### src/host_port_defs.svh
`ifndef HOST_PORT_DEFS_SVH
`define HOST_PORT_DEFS_SVH

`define HP_DATA_W       8
`define HP_SER_BITS     8
`define HP_SER_CNT_W    3
`define HP_SI_BIT       7
`define HP_SCL_BIT      6
`define HP_SER_CNT_RST  3'h0
`define HP_BYTE_RST     8'h00

`endif

### src/host_port_pkg.sv
package host_port_pkg;
    typedef enum logic {
        STYLE_SPLIT,
        STYLE_ENABLE
    } bus_style_e;

    typedef enum logic {
        LINK_SERIAL,
        LINK_PARALLEL
    } link_sel_e;
endpackage : host_port_pkg

### src/lcd_driver_host_bus_port.sv
`timescale 1ns/10ps
`include "host_port_defs.svh"
// Overview of operation
// [RULE1] Selected only when select_low_in low, select_high_in high
// [RULE2] Data bus high impedance when not selected
// [RULE3] Parallel data bus is eight bits
// [RULE4] data_cmd_sel high data, low command
// [RULE5] Strap high enable style, low split
// [RULE6] Split style: drive bus while read low
// [RULE7] Split style: capture on write rising edge
// [RULE8] Enable style: high enable pulse does transfer
// [RULE9] Enable style: direction high read, low write
// [RULE10] Level-sensitive reset restores initial settings
// [RULE11] Serial: bit 7 data, bit 6 clock
// [RULE12] Host ties bits 0-5 fixed in serial
// [RULE13] Link strap high parallel, low serial
// [RULE14] Serial eight bits MSB first, dc with last
// [RULE15] Strobes ignored while not selected
module lcd_driver_host_bus_port #(
    parameter int DW = `HP_DATA_W
) (
    // Clock and reset
    input  wire logic          clk_sys,
    input  wire logic          reset,
    // Host pins
    input  wire logic          init_in_n,
    input  wire logic          select_low_in,
    input  wire logic          select_high_in,
    input  wire logic          data_cmd_sel,
    input  wire logic          rd_strobe_in,
    input  wire logic          wr_strobe_in,
    input  wire logic [DW-1:0] data_in,
    output logic      [DW-1:0] data_out,
    output logic      [DW-1:0] data_oe,
    // Straps
    input  wire logic          bus_style_strap,
    input  wire logic          link_sel_strap,
    // Core side
    output logic               wr_vld,
    output logic      [DW-1:0] wr_byte,
    output logic               wr_is_data,
    output logic               rd_req,
    output logic               rd_is_data,
    input  wire logic [DW-1:0] rd_byte,
    output logic               init_active
);
    localparam int NS = 7;

    logic [NS-1:0] pins_s;
    logic [DW-1:0] data_s;
    logic          link_s;
    logic          init_ff;
    logic          rd_prev_ff;
    logic          wr_prev_ff;
    logic          scl_prev_ff;
    logic          wv_ff;
    logic [DW-1:0] wb_ff;
    logic          wd_ff;
    logic          rq_ff;
    logic          rqd_ff;
    logic [DW-1:0] dout_ff;
    logic          oe_ff;
    logic          ser_vld;
    logic [DW-1:0] ser_byte;
    logic          ser_dc;

    pin_sync #(.W(NS)) u_ctl_sync (
        .clk_sys      (clk_sys),
        .reset        (reset),
        .pin_in       ({init_in_n, select_low_in, select_high_in, data_cmd_sel,
                        rd_strobe_in, wr_strobe_in, bus_style_strap}),
        .pin_sync_out (pins_s)
    );

    pin_sync #(.W(DW + 1)) u_dat_sync (
        .clk_sys      (clk_sys),
        .reset        (reset),
        .pin_in       ({link_sel_strap, data_in}),
        .pin_sync_out ({link_s, data_s})
    );

    wire init_n_s = pins_s[6];
    wire sel_l_s  = pins_s[5];
    wire sel_h_s  = pins_s[4];
    wire dc_s     = pins_s[3];
    wire rd_s     = pins_s[2];
    wire wr_s     = pins_s[1];
    wire style_s  = pins_s[0];

    wire selected = !sel_l_s && sel_h_s; // RULE1
    wire parallel = link_s == host_port_pkg::LINK_PARALLEL; // RULE13
    wire en_style = style_s == host_port_pkg::STYLE_ENABLE; // RULE5
    wire live     = selected && init_ff; // RULE15

    // Split style
    wire split_rd = !en_style && !rd_s; // RULE6
    wire split_wr = !en_style && wr_s && !wr_prev_ff; // RULE7
    // Enable style: rd pin is enable, wr pin is direction
    wire en_high  = en_style && rd_s; // RULE8
    wire en_rise  = en_style && rd_s && !rd_prev_ff;
    wire en_fall  = en_style && !rd_s && rd_prev_ff;
    wire en_rd    = en_high && wr_s; // RULE9
    wire en_wr    = en_fall && !wr_s; // RULE9

    wire par_read   = live && parallel && (split_rd || en_rd);
    wire par_write  = live && parallel && (split_wr || en_wr);
    wire read_start = live && parallel && ((!en_style && !rd_s && rd_prev_ff)
                      || (en_rise && wr_s));

    wire scl      = data_s[`HP_SCL_BIT]; // RULE11
    wire si       = data_s[`HP_SI_BIT];  // RULE11
    wire scl_rise = live && !parallel && scl && !scl_prev_ff; // RULE14

    serial_shifter #(.BITS(DW)) u_shift (
        .clk_sys  (clk_sys),
        .reset    (reset),
        .clear    (!live || parallel),
        .shift_en (scl_rise),
        .bit_in   (si),
        .dc_in    (dc_s),
        .byte_vld (ser_vld),
        .byte_out (ser_byte),
        .byte_dc  (ser_dc)
    );

    always_ff @(posedge clk_sys or posedge reset) begin
        if (reset) begin
            init_ff     <= 1'b0;
            rd_prev_ff  <= 1'b1;
            wr_prev_ff  <= 1'b1;
            scl_prev_ff <= 1'b0;
        end else begin
            init_ff     <= init_n_s; // RULE10
            rd_prev_ff  <= rd_s;
            wr_prev_ff  <= wr_s;
            scl_prev_ff <= scl;
        end
    end

    always_ff @(posedge clk_sys or posedge reset) begin
        if (reset) begin
            wv_ff <= 1'b0;
            wb_ff <= `HP_BYTE_RST;
            wd_ff <= 1'b0;
        end else if (par_write) begin
            wv_ff <= 1'b1;
            wb_ff <= data_s; // RULE3
            wd_ff <= dc_s;   // RULE4
        end else if (ser_vld && live) begin
            wv_ff <= 1'b1;
            wb_ff <= ser_byte;
            wd_ff <= ser_dc; // RULE4
        end else begin
            wv_ff <= 1'b0;
        end
    end

    always_ff @(posedge clk_sys or posedge reset) begin
        if (reset) begin
            rq_ff   <= 1'b0;
            rqd_ff  <= 1'b0;
            oe_ff   <= 1'b0;
            dout_ff <= `HP_BYTE_RST;
        end else begin
            rq_ff   <= read_start;
            if (read_start) begin
                rqd_ff <= dc_s; // RULE4
            end
            oe_ff   <= par_read; // RULE2
            if (par_read) begin
                dout_ff <= rd_byte; // RULE6
            end
        end
    end

    assign data_out    = dout_ff;
    assign data_oe     = {DW{oe_ff}}; // RULE2
    assign wr_vld      = wv_ff;
    assign wr_byte     = wb_ff;
    assign wr_is_data  = wd_ff;
    assign rd_req      = rq_ff;
    assign rd_is_data  = rqd_ff;
    assign init_active = !init_ff; // RULE10

    // Assertions
    bus_hiz_a : assert property (@(posedge clk_sys) disable iff (reset) // RULE2
        !$past(selected) |-> data_oe == '0)
        else $error("bus driven while deselected");
    sel_qual_a : assert property (@(posedge clk_sys) disable iff (reset) // RULE1
        wr_vld |-> $past(selected))
        else $error("write without select");
    split_read_a : assert property (@(posedge clk_sys) disable iff (reset) // RULE6
        (live && parallel && !en_style && !rd_s) |=> data_oe[0])
        else $error("split read not driving");
    split_wr_a : assert property (@(posedge clk_sys) disable iff (reset) // RULE7
        (live && parallel && !en_style && wr_s && !wr_prev_ff) |=>
        (wr_vld && wr_byte == $past(data_s)))
        else $error("split write not captured");
    en_dir_a : assert property (@(posedge clk_sys) disable iff (reset) // RULE9
        (live && parallel && en_style && rd_s && !wr_s) |=> !data_oe[0])
        else $error("enable write drove bus");
    en_read_a : assert property (@(posedge clk_sys) disable iff (reset) // RULE8
        (live && parallel && en_style && !rd_s) |=> !data_oe[0])
        else $error("bus driven without enable");
    dc_route_a : assert property (@(posedge clk_sys) disable iff (reset) // RULE4
        par_write |=> wr_is_data == $past(dc_s))
        else $error("data command misrouted");
    init_hold_a : assert property (@(posedge clk_sys) disable iff (reset) // RULE10
        !init_ff |=> !wr_vld && !data_oe[0])
        else $error("activity during init");
    ser_byte_a : assert property (@(posedge clk_sys) disable iff (reset) // RULE14
        (parallel || !live) |=> !u_shift.vld_ff)
        else $error("serial byte outside serial mode");
    ignore_a : assert property (@(posedge clk_sys) disable iff (reset) // RULE15
        (!selected && !wr_vld) |=> !rd_req)
        else $error("read request while deselected");
endmodule : lcd_driver_host_bus_port

### src/pin_sync.sv
`timescale 1ns/10ps
// Two-flop synchroniser for a group of pin levels
module pin_sync #(
    parameter int W = 1
) (
    // Clock and reset
    input  wire logic         clk_sys,
    input  wire logic         reset,
    // Pins
    input  wire logic [W-1:0] pin_in,
    output logic      [W-1:0] pin_sync_out
);
    logic [W-1:0] meta_ff;
    logic [W-1:0] sync_ff;

    always_ff @(posedge clk_sys or posedge reset) begin
        if (reset) begin
            meta_ff <= '0;
            sync_ff <= '0;
        end else begin
            meta_ff <= pin_in;
            sync_ff <= meta_ff;
        end
    end

    assign pin_sync_out = sync_ff;
endmodule : pin_sync

### src/serial_shifter.sv
`timescale 1ns/10ps
`include "host_port_defs.svh"
// Shifts serial bits in MSB first, reports a full byte
module serial_shifter #(
    parameter int BITS = `HP_SER_BITS
) (
    // Clock and reset
    input  wire logic            clk_sys,
    input  wire logic            reset,
    // Synchronised controls
    input  wire logic            clear,
    input  wire logic            shift_en,
    input  wire logic            bit_in,
    input  wire logic            dc_in,
    // Byte out
    output logic                 byte_vld,
    output logic [BITS-1:0]      byte_out,
    output logic                 byte_dc
);
    logic [BITS-1:0]                 sh_ff;
    logic [$clog2(BITS)-1:0]         cnt_ff;
    logic                            vld_ff;
    logic [BITS-1:0]                 out_ff;
    logic                            dc_ff;
    wire  [BITS-1:0]                 nxt_sh   = {sh_ff[BITS-2:0], bit_in};
    wire                             last_bit = (cnt_ff == ($clog2(BITS))'(BITS - 1));

    always_ff @(posedge clk_sys or posedge reset) begin
        if (reset) begin
            sh_ff  <= '0;
            cnt_ff <= '0;
            vld_ff <= 1'b0;
            out_ff <= '0;
            dc_ff  <= 1'b0;
        end else begin
            vld_ff <= 1'b0;
            if (clear) begin
                cnt_ff <= '0;
            end else if (shift_en) begin
                sh_ff  <= nxt_sh;
                cnt_ff <= last_bit ? '0 : cnt_ff + 1'b1;
                if (last_bit) begin
                    vld_ff <= 1'b1;
                    out_ff <= nxt_sh;
                    dc_ff  <= dc_in;
                end
            end
        end
    end

    assign byte_vld = vld_ff;
    assign byte_out = out_ff;
    assign byte_dc  = dc_ff;
endmodule : serial_shifter

### config.mk
export PLATFORM = sky130hd
export DESIGN_NAME = lcd_driver_host_bus_port
export DESIGN_NICKNAME = d
export VERILOG_FILES = /design/src/host_port_pkg.sv /design/src/lcd_driver_host_bus_port.sv /design/src/pin_sync.sv /design/src/serial_shifter.sv
export VERILOG_INCLUDE_DIRS = /design/src /design/src/src
export SDC_FILE = /design/constraint.sdc
export NUM_CORES = 1
export LEC_CHECK = 0
export ABC_AREA = 1
export BUFFER_PORTS_ARGS = -buffer_cell sky130_fd_sc_hd__buf_2
export CORE_MARGIN = 10
export CORE_UTILIZATION = 58
export DETAILED_ROUTE_END_ITERATION = 7
export PLACE_DENSITY = 0.93
export SETUP_SLACK_MARGIN = 0.1
export SYNTH_ARGS = -nofsm -noshare
export SYNTH_HDL_FRONTEND = slang
export SYNTH_HIERARCHICAL = 1
export SYNTH_SLANG_ARGS = --single-unit
export TNS_END_PERCENT = 100
### constraint.sdc
create_clock -name clk_sys -period 3 [get_ports clk_sys]
set_input_delay 0.15 -clock clk_sys [delete_from_list [all_inputs] [get_ports clk_sys]]
set_output_delay 0.15 -clock clk_sys [all_outputs]
set_load 0.05 [all_outputs]
==> results.json <==
{
  "number_of_enable_flip_flop_cells_after_synthesis": 0,
  "drt_iter0_drc": 87,
  "layout.filler_cells": 330,
  "routed_wirelength_um": 6010,
  "yosys-top-cells-count": "sky130_fd_sc_hd__nand2_1, sky130_fd_sc_hd__dfrtp_1, sky130_fd_sc_hd__inv_1",
  "path_cells": "inv_1 -> nand4_1 -> nor3_1 -> buf_4 -> nand2_4 -> inv_4 -> nand2_1 -> nand2_1",
  "starting_utilization_of_the_core_area_pct": 60.7,
  "worst_pin_slew_ns": 0.924,
  "port_buffers": 54,
  "synthArstFlopShare_pct": 100,
  "placedCellCount": 389,
  "initial_antenna_violation_count": 0,
  "ys_ff_latch": 77,
  "synth.area.top_cells": "sky130_fd_sc_hd__dfrtp_1, sky130_fd_sc_hd__nand2_1, sky130_fd_sc_hd__nand3_1",
  "synthesis.nets": 308,
  "finalHoldWorstSlack_ns": 0.00845,
  "core.rowCount": 25,
  "status": "completed",
  "grt_max_degree": 26,
  "final-instance-count-excl-fill": 423,
  "insertedDiodeCount": 0,
  "synth_xor_xnor_area_share_pct": 0,
  "multi_input_comb_area_um2": 781,
  "detail_route.wl_per_cell_um": 14.2,
  "post_cts_resized": 0,
  "vias_per_cell": 4.77,
  "area_growth_syn_to_layout_pct": 21.7,
  "max-cap-violations": 0,
  "grt_usage_pct": 15.4,
  "cts_sinks": 77,
  "first_pass_grt_wire_length_um": 10100,
  "core_ar_um2": 4820,
  "crit_required_ns": 3.28,
  "post_synth_and_or_nand_nor_area_fraction_pct": 25.8,
  "grt_overflow_total": 0,
  "cts-htree-levels": 3,
  "worst_clock_skew_ns": 0.00756,
  "syn-mean-instance-area_um2": 10.4,
  "synthCells": 280,
  "slew_violations": 0,
  "tritoncts_buffer_count": 9,
  "detailedPlacementHpwl_um": 4140,
  "routed-via-count": 2016,
  "floorplan_die_width_um": 91.0,
  "count_of_pins_on_the_block_boundary": 55,
  "worst_hold_path_type": "in -> reg",
  "post_synth_instance_area_um2": 2930,
  "die_outline_area_um2": 8280,
  "antenna_violating_nets_post_route": 0,
  "first_pass_iters": 4,
  "cpPeakStageDelay_ns": 0.36,
  "clock_latency_ns": 0.34,
  "routabilityCongestion": 0.832,
  "cp_slowest_cell": "sky130_fd_sc_hd__dfrtp_1",
  "crit_arrival_ns": 1.82,
  "ir_worst_vdd_v": 0.000401,
  "yosys.area_share.adder_pct": 0.855,
  "max_slew_margin_pct": 38.3,
  "floorplan.die.height_um": 91.0,
  "setup_violations": 0,
  "num-nets-final": 379,
  "max_root_sink_buffers": 2,
  "synth_most_common_cell": "sky130_fd_sc_hd__nand2_1",
  "synth_ff_type": "sky130_fd_sc_hd__dfrtp_1",
  "synth_top_family_by_area": "simple AND/OR/NAND/NOR gates",
  "number_of_buffers_inserted_to_repair_setup_after_cts": 0,
  "final.setup.tns_ns": 0,
  "cpMostUsedCell": "sky130_fd_sc_hd__nand2_1",
  "share_of_the_synthesized_area_in_compound_gates_ao_oa_aoi_oai_pct": 0,
  "p_per_area_nw_per_um2": 675,
  "drive_gt1_share_pct": 24.2,
  "grt_setup_unrepaired": "false",
  "synth.distinct_cells": 22,
  "p_total_mw": 2.40,
  "critPathCaptureType": "flop",
  "remaining_drc_errors": 0,
  "yosysSeqAreaShare_pct": 66.0,
  "cts_tree": "built",
  "path_clk_slew_ns": 0.07,
  "yosys-mux-area-fraction_pct": 0,
  "fmax_ghz": 0.652,
  "report.final.hold_viol_count": 0,
  "critical_path_class": "reg -> reg",
  "final-seq-area_um2": 1930,
  "synth_top_area_cell": "sky130_fd_sc_hd__dfrtp_1",
  "fin_crit_ns": 1.53,
  "synth_warnings": 6,
  "holdBufCountCts": 18,
  "crit_fanout": 12,
  "layout_worst_path_cycle_share_pct": 51.1,
  "power.leakage_nw": 2.04,
  "clockRootBuffer": "sky130_fd_sc_hd__clkbuf_8",
  "worstSetupStartpointType": "flop",
  "post-synth-top-area-fraction_pct": 64.2,
  "vias_in_the_first_global_route": 2082
}
worst max-delay path, delay by kind of cell (launching register included):
kind | cells | cell delay [ns]
flip-flops | 1 | 0.36
AND/OR/NAND/NOR | 5 | 0.61
buffers and inverters | 3 | 0.50
worst paths after layout:
| check | start | endpoint | slack, ns | cells past startpoint |
|---|---|---|---|---|
| max | u_dat_sync/pin_sync_out[8]$_DFF_PP0_ | u_shift/sh_ff[2]$_DFFE_PP0P_ | 1.47 | 8 |
| min | rd_byte[5] | data_out[5]$_DFFE_PP0P_ | 0.008 | 3 |
| max reg2reg | u_dat_sync/pin_sync_out[8]$_DFF_PP0_ | u_shift/sh_ff[2]$_DFFE_PP0P_ | 1.47 | 8 |
| min reg2reg | u_dat_sync/meta_ff[7]$_DFF_PP0_ | u_dat_sync/pin_sync_out[7]$_DFF_PP0_ | 0.35 | 0 |
| max in group asynchronous | reset | wr_byte[5]$_DFFE_PP0P_ | 1.84 | 3 |
| min in group asynchronous | reset | u_ctl_sync/pin_sync_out[4]$_DFF_PP0_ | 0.41 | 3 |
cell families after synthesis:
| kind of cell | count (synthesis) |
|---|---|
| and+or+nand+nor | 161 |
| DFF | 77 |
| buffers and inverters | 40 |
| adders and majority gates | 2 |
where the power goes:
group          switching [mW]  internal, mW
registers              0.0435          1.13
clock network           0.355         0.431
logic                   0.341         0.108
routing by layer:
layer	wire [µm]	global-route usage, %	up-vias
li1	-	-	1003
met1	2410	17.1	930
met2	2950	24.8	73
met3	517	6.42	10
met4	126	7.70	0
met5	0	0	-
per-stage QoR:
stage / area (µm²) / setup slack, ns / utilization (%)
floorplan: 2930 / 1.31 / -
global placement: 3180 / 1.55 / 65.9
detailed placement: 3180 / 1.48 / 65.9
CTS: 3560 / 1.46 / 73.9
global route: 3560 / 1.28 / 73.9
finish: 3560 / 1.47 / 73.9
sequential cells by signal, summed over array words and instances (netlist names), 3 cells and up:
name,cells
u_shift/sh_ff,7
data_out,8
u_ctl_sync/pin_sync_out,7
u_dat_sync/pin_sync_out,9
wr_byte,8
u_dat_sync/meta_ff,9
u_ctl_sync/meta_ff,7
u_shift/byte_out,8
u_shift/cnt_ff,3
area by class of cell:
cell class              instances  share of cell area (%)
multi-input cells             163                    21.9
clock inverters                 3                    1.23
repair buffers                 73                    12.9
flip-flops and latches         77                    54.2
well taps                      67                    2.36
clock buffers                  13                    4.46
inverters                      27                    2.95
cell usage in the layout, fill, tap and decap left out, drive strengths merged, types with 3 or more instances in the layout:
master,synthesis,routed
buf,13,55
clkbuf,0,13
dfrtp,75,75
nand4,11,11
nor2,5,5
dlygate4sd3,0,18
inv,26,26
nand2,120,120
clkinv,1,3
nand3,23,23
No activity file was read; power rests on OpenSTA's default activity.
